[src/shared/can_timing_defs.svh]
`ifndef CAN_TIMING_DEFS_SVH
`define CAN_TIMING_DEFS_SVH

// register map (byte addresses)
`define BTC_ADDR       4'h0
`define CTL_ADDR       4'h4
`define STAT_ADDR      4'h8

// timing register fields
`define QDIV_LSB       0
`define QDIV_MSB       5
`define JW_LSB         6
`define JW_MSB         7
`define SEG1_LSB       8
`define SEG1_MSB       11
`define SEG2_LSB       12
`define SEG2_MSB       14
`define BTC_USED_MASK  16'h7FFF

// reset values
`define BTC_RESET      16'h0000
`define HALT_RESET     1'b1

`endif

[src/shared/can_timing_pkg.sv]
package can_timing_pkg;

   typedef enum logic [1:0] {
      SEG_SYNC,
      SEG_ONE,
      SEG_TWO
   } seg_t;

   typedef logic [15:0] timing_word_t;

endpackage : can_timing_pkg

[src/tq_divider.sv]
`timescale 1ns/1ps
`include "can_timing_defs.svh"

module tq_divider
(
   // clock and reset
   input  wire logic       clk,
   input  wire logic       rst,
   // control
   input  wire logic       run,
   input  wire logic [5:0] quantum_divider,
   // quantum tick
   output logic            tq_tick
);

   logic [5:0] cnt_q;
   logic [5:0] cnt_d;
   logic       wrap;

   // a quantum is quantum_divider+1 clocks; halt restarts the count
   assign wrap  = (cnt_q == quantum_divider);
   assign cnt_d = (!run || wrap) ? 6'h00 : cnt_q + 6'h01;

   always_ff @(posedge clk)
   begin
      if (rst)
      begin
         cnt_q   <= 6'h00;
         tq_tick <= 1'b0;
      end
      else
      begin
         cnt_q   <= cnt_d;
         tq_tick <= run && wrap;
      end
   end

endmodule : tq_divider

[src/can_bit_timing.sv]
// The implementer's own choices: the Wishbone register port and the register addresses.
`timescale 1ns/1ps
`include "can_timing_defs.svh"

// Summary of operation
// - quantum lasts quantum_divider plus one system clocks
// - jump width is field plus one quanta
// - segment one is field plus one quanta, propagation and phase one
// - segment two is field plus one quanta, equal to phase two
// - bit time is sync quantum plus segment one plus segment two
// - bit time is adjusted in segment one and segment two to follow bus edges
// - segment one absorbs delay, phase segments absorb oscillator error
module can_bit_timing
(
   // clock and reset
   input  wire logic        clk,
   input  wire logic        rst,
   // wishbone slave
   input  wire logic        wb_cyc_i,
   input  wire logic        wb_stb_i,
   input  wire logic        wb_we_i,
   input  wire logic [3:0]  wb_adr_i,
   input  wire logic [3:0]  wb_sel_i,
   input  wire logic [31:0] wb_dat_i,
   output logic      [31:0] wb_dat_o,
   output logic             wb_ack_o,
   // can bus receive level
   input  wire logic        bus_rx,
   // timing outputs
   output logic             halt_q,
   output logic             time_quantum,
   output logic             bit_start,
   output logic             sample_point,
   output logic             sampled_bit
);
   import can_timing_pkg::*;

   // ==========================================================
   // register bus
   // ==========================================================
   timing_word_t btc_q;
   timing_word_t btc_d;
   timing_word_t act_q;
   logic         halt_d;
   logic         req;
   logic         wr;
   logic         sel_btc;
   logic         sel_ctl;
   logic         sel_stat;
   logic [31:0]  rd_d;

   assign req      = wb_cyc_i && wb_stb_i && !wb_ack_o;
   assign wr       = wb_cyc_i && wb_stb_i && wb_we_i && wb_ack_o;
   assign sel_btc  = (wb_adr_i == `BTC_ADDR);
   assign sel_ctl  = (wb_adr_i == `CTL_ADDR);
   assign sel_stat = (wb_adr_i == `STAT_ADDR);

   // timing register writes only land while halted, so the running bit never tears
   assign btc_d[7:0]  = (wr && sel_btc && halt_q && wb_sel_i[0])
                        ? wb_dat_i[7:0] : btc_q[7:0];
   assign btc_d[15:8] = (wr && sel_btc && halt_q && wb_sel_i[1])
                        ? (wb_dat_i[15:8] & 8'(`BTC_USED_MASK >> 8))
                        : btc_q[15:8];
   assign halt_d = (wr && sel_ctl && wb_sel_i[0]) ? wb_dat_i[0] : halt_q;

   logic [1:0] seg_code;
   logic [3:0] qcnt_q;

   assign rd_d = sel_btc  ? {16'h0000, btc_q} :
                 sel_ctl  ? {31'h00000000, halt_q} :
                 sel_stat ? {24'h000000, sampled_bit, seg_code, 1'b0,
                             qcnt_q} :
                 32'h00000000;

   always_ff @(posedge clk)
   begin
      if (rst)
      begin
         btc_q    <= `BTC_RESET;
         halt_q   <= `HALT_RESET;
         wb_ack_o <= 1'b0;
         wb_dat_o <= 32'h00000000;
      end
      else
      begin
         btc_q    <= btc_d;
         halt_q   <= halt_d;
         wb_ack_o <= req;
         wb_dat_o <= req ? rd_d : wb_dat_o;
      end
   end

   // ==========================================================
   // active timing, latched on halt release
   // ==========================================================
   always_ff @(posedge clk)
   begin
      if (rst)
         act_q <= `BTC_RESET;
      else if (halt_q)
         act_q <= btc_q;
   end

   logic [5:0] qdiv;
   logic [3:0] jw;
   logic [3:0] seg2_len;
   logic [4:0] seg1_full;

   assign qdiv      = act_q[`QDIV_MSB:`QDIV_LSB];
   assign jw        = {2'b00, act_q[`JW_MSB:`JW_LSB]} + 4'h1;
   assign seg1_full = {1'b0, act_q[`SEG1_MSB:`SEG1_LSB]} + 5'h01;
   assign seg2_len  = {1'b0, act_q[`SEG2_MSB:`SEG2_LSB]} + 4'h1;

   // ==========================================================
   // quantum generation
   // ==========================================================
   logic tq;

   tq_divider u_div
   (
      .clk             (clk),
      .rst             (rst),
      .run             (!halt_q),
      .quantum_divider (qdiv),
      .tq_tick         (tq)
   );

   // ==========================================================
   // bit segment sequencer
   // ==========================================================
   seg_t       seg_q;
   seg_t       seg_d;
   logic [4:0] cnt_q;
   logic [4:0] cnt_d;
   logic [4:0] lim_q;
   logic [4:0] lim_d;
   logic       rx_q;
   logic       edge_seen;
   logic [4:0] ext;
   logic       seg_end;

   assign seg_code  = seg_q;
   assign qcnt_q    = cnt_q[3:0];
   assign edge_seen = rx_q && !bus_rx;

   // phase error clipped to the jump width
   function automatic logic [4:0] clip(input logic [4:0] v,
                                       input logic [3:0] m);
      clip = (v > {1'b0, m}) ? {1'b0, m} : v;
   endfunction : clip

   // late edge in segment one lengthens it; early edge in two shortens
   assign ext = clip(cnt_q + 5'h01, jw);
   assign seg_end = tq && (cnt_q + 5'h01 >= lim_q);

   always_comb
   begin
      seg_d = seg_q;
      cnt_d = cnt_q;
      lim_d = lim_q;
      if (halt_q)
      begin
         seg_d = SEG_SYNC;
         cnt_d = 5'h00;
         lim_d = 5'h01;
      end
      else if (tq && edge_seen && seg_q == SEG_ONE)
      begin
         lim_d = lim_q + ext;
         cnt_d = cnt_q + 5'h01;
      end
      else if (tq && edge_seen && seg_q == SEG_TWO &&
               (lim_q - cnt_q) <= {1'b0, jw})
      begin
         // edge early, cut segment two and restart bit
         seg_d = SEG_ONE;
         cnt_d = 5'h00;
         lim_d = seg1_full;
      end
      else if (seg_end)
      begin
         cnt_d = 5'h00;
         unique case (seg_q)
            SEG_SYNC:
            begin
               seg_d = SEG_ONE;
               lim_d = seg1_full;
            end
            SEG_ONE:
            begin
               seg_d = SEG_TWO;
               lim_d = {1'b0, seg2_len};
            end
            SEG_TWO:
            begin
               seg_d = SEG_SYNC;
               lim_d = 5'h01;
            end
            default: seg_d = SEG_SYNC;
         endcase
      end
      else if (tq)
         cnt_d = cnt_q + 5'h01;
   end

   always_ff @(posedge clk)
   begin
      if (rst)
      begin
         seg_q        <= SEG_SYNC;
         cnt_q        <= 5'h00;
         lim_q        <= 5'h01;
         rx_q         <= 1'b1;
         time_quantum <= 1'b0;
         bit_start    <= 1'b0;
         sample_point <= 1'b0;
         sampled_bit  <= 1'b1;
      end
      else
      begin
         seg_q        <= seg_d;
         cnt_q        <= cnt_d;
         lim_q        <= lim_d;
         rx_q         <= tq ? bus_rx : rx_q;
         time_quantum <= tq;
         bit_start    <= !halt_q && seg_q == SEG_TWO && seg_d != SEG_TWO;
         sample_point <= seg_q == SEG_ONE && seg_d == SEG_TWO;
         if (seg_q == SEG_ONE && seg_d == SEG_TWO)
            sampled_bit <= bus_rx;
      end
   end

   // ==========================================================
   // checks
   // ==========================================================
   property p_no_write_running;
      @(posedge clk) disable iff (rst)
      !halt_q |=> $stable(btc_q);
   endproperty
   a_no_write_running: assert property (p_no_write_running)
      else $error("timing register changed while running");

   property p_bit15_zero;
      @(posedge clk) disable iff (rst)
      btc_q[15] == 1'b0;
   endproperty
   a_bit15_zero: assert property (p_bit15_zero)
      else $error("unused timing bit set");

   property p_quantum_spacing;
      @(posedge clk) disable iff (rst || halt_q)
      (tq && qdiv == 6'h01) |=> !tq ##1 tq;
   endproperty
   a_quantum_spacing: assert property (p_quantum_spacing)
      else $error("quantum spacing wrong");

   property p_halt_no_tq;
      @(posedge clk) disable iff (rst)
      halt_q |=> !tq;
   endproperty
   a_halt_no_tq: assert property (p_halt_no_tq)
      else $error("quantum ticked during halt");

   property p_sync_one_tq;
      @(posedge clk) disable iff (rst || halt_q)
      (seg_q == SEG_SYNC && tq) |=> seg_q == SEG_ONE;
   endproperty
   a_sync_one_tq: assert property (p_sync_one_tq)
      else $error("sync segment not one quantum");

   property p_seg2_len;
      @(posedge clk) disable iff (rst || halt_q)
      (seg_q == SEG_ONE && seg_d == SEG_TWO) |=>
         lim_q == {1'b0, seg2_len};
   endproperty
   a_seg2_len: assert property (p_seg2_len)
      else $error("segment two length wrong");

   property p_sample_after_seg1;
      @(posedge clk) disable iff (rst)
      sample_point |-> seg_q == SEG_TWO;
   endproperty
   a_sample_after_seg1: assert property (p_sample_after_seg1)
      else $error("sample point misplaced");

   property p_jump_bound;
      @(posedge clk) disable iff (rst || halt_q)
      (seg_q == SEG_ONE && seg_d == SEG_ONE) |=>
         lim_q <= seg1_full + {1'b0, jw};
   endproperty
   a_jump_bound: assert property (p_jump_bound)
      else $error("resync exceeded jump width");

endmodule : can_bit_timing

[config.mk]
export PLATFORM = sky130hd
export DESIGN_NAME = can_bit_timing
export DESIGN_NICKNAME = d
export VERILOG_FILES = /design/src/shared/can_timing_pkg.sv /design/src/tq_divider.sv /design/src/can_bit_timing.sv
export VERILOG_INCLUDE_DIRS = /design/src /design/src/shared
export SDC_FILE = /design/constraint.sdc
export NUM_CORES = 1
export LEC_CHECK = 0
export ABC_CLOCK_PERIOD_IN_PS = 5800
export BUFFER_PORTS_ARGS = -buffer_cell sky130_fd_sc_hd__buf_2
export CORE_ASPECT_RATIO = 0.6
export CORE_MARGIN = 2
export CORE_UTILIZATION = 50
export DETAILED_ROUTE_END_ITERATION = 7
export PLACE_DENSITY_LB_ADDON = 0.25
export SLEW_MARGIN = 20
export SYNTH_ARGS = -nofsm -noshare
export SYNTH_HDL_FRONTEND = slang
export SYNTH_SLANG_ARGS = --single-unit
[constraint.sdc]
create_clock -name clk -period 5.8 [get_ports clk]
set_clock_uncertainty 0.05 [all_clocks]
set_input_delay 1.16 -clock clk [delete_from_list [all_inputs] [get_ports clk]]
set_output_delay 1.16 -clock clk [all_outputs]
set_load 0.03 [all_outputs]
# Word level (Yosys, flattened, before mapping)
# Index checks and enable logic that the tools add are counted.
# totals
register_bits	88
inputBits	46
wordCells	82
# classes
add_sub_neg	7
magnitude_cmp	3
n_eq_ne	7
n_mux	17
reduce_logical	32
# op_table
op	count
$mux 5	8
$logic_and 1x1->1	20
$mux 8	2
$mux 15	1
$pmux 5 s3	1
$mux 2	4
$add 6x1->6 const B	1
$eq 6x6->1	1
$add 4x1->5 const B	1
$add 5x1->5 const B	1
$add 5x5->5	1
$ge 5x5->1	1
$gt 5x3->1	1
$le 5x3->1	1
$reduce_bool 5->1	1
$sub 5x5->5	1
$add 3x1->4 const B	1
$eq 2x2->1 const B	2
$eq 4x3->1 const B	1
$eq 4x4->1 const B	1
$logic_not 4->1	1
$pmux 2 s2	1
$reduce_bool 4->1	1
$reduce_or 2->1	2
8 further kinds	10

# Depth between registers and ports, before layout
# depth
ltp_word	10
mapped_depth	16

# Hierarchy
# Synthesis repeated with hierarchy kept, for this count alone.
# unflattened
hier_cells	420
hier_area_um2	3870.0
# by_module_without_submodules
module	n_inst	cells_each	area_each_um2	seq_area_each_um2
can_bit_timing	1	385	3483.3	1281.2
tq_divider	1	35	386.6	140.1

# Worst setup path before layout
# OpenSTA, ideal clock, no wires.
# synth_path
kind	register to register
from	reg cnt_q[0]
to	reg lim_q[4]
setup_ns	0.134
arrival_time_ns	3.272
required_time_ns	5.616
setup_slack_ns	2.344
stages_incl_launch_ff	16
synth_period_minus_slack_ns	3.456
path_cell_list	dfxtp_1 ha_1 nor2b_1 or2_2 ha_1 a21oi_1 a31oi_1 nor3_1 mux2i_1 ha_1 fa_1 a21o_1 a21oi_1 xnor2_1 a221oi_1 a211oi_1
# synth_via
elab_chain_len	5
# synth_rtl
element	line	source
start: declaration	can_bit_timing.sv:133	logic [4:0] cnt_q;
start signal: assignment	can_bit_timing.sv:222	cnt_q <= cnt_d;
$add 5x1->5 / $sub 5x5->5 (equally long branches)	can_bit_timing.sv:153, can_bit_timing.sv:154, can_bit_timing.sv:173	
$gt 5x3->1 (tied with other cells)	can_bit_timing.sv:149	clip = (v > {1'b0, m}) ? {1'b0, m} : v;
$mux 5 (tied with other cells)	can_bit_timing.sv:149	
$add 5x5->5 (tied with other cells)	can_bit_timing.sv:169	lim_d = lim_q + ext;
$mux 5 / $reduce_and 2->1 (equally long branches)	n/a	
end signal: assignment	can_bit_timing.sv:223	lim_q <= lim_d;
end: declaration	can_bit_timing.sv:135	logic [4:0] lim_q;
# Several ways; a longest one is shown, not always the timed one.
# A chain may end at the register's enable or synchronous reset.

# Worst setup path after layout
# Same ends and word-level chain as after synthesis.

==> results.toml <==
[status]
outcome = "finished clean"

[setup_path]
r2r-start = "cnt_q[0]"
critPathLaunchType = "flip-flop"
r2r_end = "lim_q[4]"
rrSetupSlack_ns = 1.77
worst_r2r_path_depth = 15
path_max_fanout = 8
worstSetupEndpointType = "flip-flop"
worstPathRequired_ns = 5.95
arrival_ns = 4.18
crit_type = "flip-flop to flip-flop"

[finish]
nFillCells = 641
final_nets = 534
n_antenna_cell = 0
final_common_cell = "dfxtp_1"
layout_common_cells = "dfxtp_1, nor2_1, buf_2"
drive_gt1_share_pct = 15.2
syn_to_final_growth_pct = 14.9

[logic_synthesis]
synth_top_family_by_area = "simple AND/OR/NAND/NOR gates"
synth_edf_count = 0
synth_ff_type = "dfxtp_1"
syn_area_sq_um = 3700
yosys.area_share.simple_pct = 15.2
syn_avg_cell_area_sq_um = 9.03
synth_area_leaders = "dfxtp_1, ha_1, mux2i_1, nor2_1, a22oi_1"
synth_compound_area_share_pct = 12.6
synth_seq_cells = 71
synth-async-reset-ratio_pct = 0
synth_cells = 410
ys_seq_area_share_pct = 38.4
yosys.cell_types.count = 47
synthXorXnorAreaFrac_pct = 4.97
synth_top_cell_area_share_pct = 38.4
synth_largest_area_cell = "dfxtp_1"
synthAdderAreaFrac_pct = 11.2
ys.warnings.count = 0
synthMuxAreaShare_pct = 10.3

[sta]
setup_viol = 0
hold_viol_final = 0
layout_setup_ws_ns = 1.77
slew_headroom_pct = 36.3
rsz0062_at_grt = "no"
layout_min_cycle_time_ns = 4.03
slew_viol_final = 0
tns_ns = 0
tightestPinTransition_ns = 0.956
fin_crit_sh_pct = 69.5
fmaxAchievable_mhz = 248

[global_route]
grt_pass1_wl_um = 13200
grtUsageTotal_pct = 21.0
antenna_found_initial = 0
grt_remaining_overflow = 0
grt_max_degree = 58
grt_pass1_vias = 2706

[clock_network]
cts-resized-gates = 0
clk_pin_slew_worst_paths_ns = 0.05
cts_buffer_depth = 2
cts_setup_buffers = 0
cts_buffers = 9
clock_latency_ns = 0.33
ctsRootBufferMaster = "clkbuf_16"
htree_levels = 3
cts.sinks = 71
hold_buffers = 0
cts_tree = "done"

[die]
die_w_um = 115
dieArea_sq_um = 8130
core_area_sq_um = 7210
die_h_um = 70.7
row_count = 24
start_util_pct = 51.4
ios = 84

[detailed_routing]
wirelength_um = 8160
drt-initial-drc-count = 255
vias = 2905
viasPerCell = 5.26
ant_nets = 0
drtPass1Iterations = 5
drc_errors = 0
wl_per_cell_um = 14.8

[job]
drv_cap = 0

[place]
pre_cts_slack_ns = 1.84
hpwl_um = 6110
io_buffers = 47
place.gp.congestion = 0.875

[worst_hold_path]
whs_endpoint = "u_div.cnt_q[0]"
min_from = "u_div.cnt_q[0]"
hold_depth = 1
hp-class = "flip-flop to flip-flop"

[power_and_ir_drop]
vdd_drop_max_v = 0.000171
p_per_area_nw_per_um2 = 257
power.leakage_nw = 2.07
==> metal layers <==
metal	vias up	GRT usage, %	wire (um)
li1	1488	-	-
met1	1347	30.7	4180
met2	68	29.4	3470
met3	2	6.34	480
met4	0	7.10	28
met5	-	0	0
==> through the flow <==
| step | area, sq um | util [%] | instances | power, mW | hold slack (ns) |
|---|---|---|---|---|---|
| 4_1_cts | 4260 | 59.0 | 552 | 1.10 | 0.435 |
| 2_1_floorplan | 3770 | - | 427 | 0.534 | 0.387 |
| 3_5_place_dp | 3940 | 54.7 | 536 | 0.538 | 0.421 |
| 5_1_grt | 4260 | 59.0 | 552 | 1.13 | 0.454 |
| 6_report | 4260 | 59.0 | 552 | 1.09 | 0.436 |
| 3_3_place_gp | 3940 | 54.7 | 536 | 0.538 | 0.406 |
==> worst max-delay path by stage <==
stage                   from        to
floorplan           cnt_q[0]  lim_q[4]
global placement    cnt_q[0]  lim_q[4]
detailed placement  cnt_q[0]  lim_q[4]
CTS                 cnt_q[0]  lim_q[4]
global route        cnt_q[0]  lim_q[4]
finish              cnt_q[0]  lim_q[4]
==> where the power goes <==
group	switching (mW)	leakage (nW)	internal, mW
Combinational	0.0298	1.35	0.00918
Sequential	0.000286	0.572	0.488
Clock	0.199	0.149	0.368
==> flip-flops by register name, indices dropped and copies added (netlist names) <==
name and count:
bit_start 1, u_div.cnt_q 6, u_div.tq_tick 1, cnt_q 5, rx_q 1, wb_ack_o 1
act_q 15, time_quantum 1, wb_dat_o 15, sample_point 1, sampled_bit 1, seg_code 2
halt_q 1, lim_q 5, btc_q 15
==> cell type report <==
class / instances / area [sq um] / area share [%]
Tap cell: 91 / 114 / 2.68
Clock buffer: 14 / 274 / 6.44
Sequential cell: 71 / 1420 / 33.4
Inverter: 21 / 78.8 / 1.85
Multi-Input combinational cell: 304 / 2080 / 48.9
Clock inverter: 2 / 37.5 / 0.882
Timing Repair Buffer: 49 / 250 / 5.88
==> synth_stat cells, types with 2 or more instances <==
master,count
dfxtp_1,71
nor2_1,67
mux2i_1,36
ha_1,30
inv_1,21
nand2_1,18
a22oi_1,17
buf_4,17
nand3_1,15
o21ai_0,14
a21oi_1,12
clkbuf_1,11
xor2_1,11
xnor2_1,10
and3_1,6
a31oi_1,5
a211oi_1,4
a21o_1,3
nor4_1,3
or2_2,3
buf_1,2
fa_1,2
mux2_2,2
nand2b_1,2
nand4_1,2
nor3_1,2
nor3b_1,2
o211ai_1,2
o21bai_1,2
==> worst max-delay path: stages, from the launching register on <==
cell,delay (ns)
dfxtp_1,0.55
ha_1,0.25
nor2_1,0.05
or2_2,0.32
ha_1,0.30
a21oi_1,0.14
a31oi_1,0.06
nor3_1,0.43
mux2i_1,0.22
ha_1,0.26
fa_1,0.42
a21o_1,0.18
a21oi_1,0.20
xnor2_1,0.09
a221oi_1,0.30
a211oi_1,0.08
==> logic make-up (layout without fill, tap and decap cells) <==
logic type,Yosys count,in the layout
simple gates,126,126
compound gates,69,69
xor+xnor,21,21
fa+ha+maj,32,32
buf+inv,52,86
other cells,1,18
mux,38,38
flops,71,71
Power figures use the tool's default switching activity.
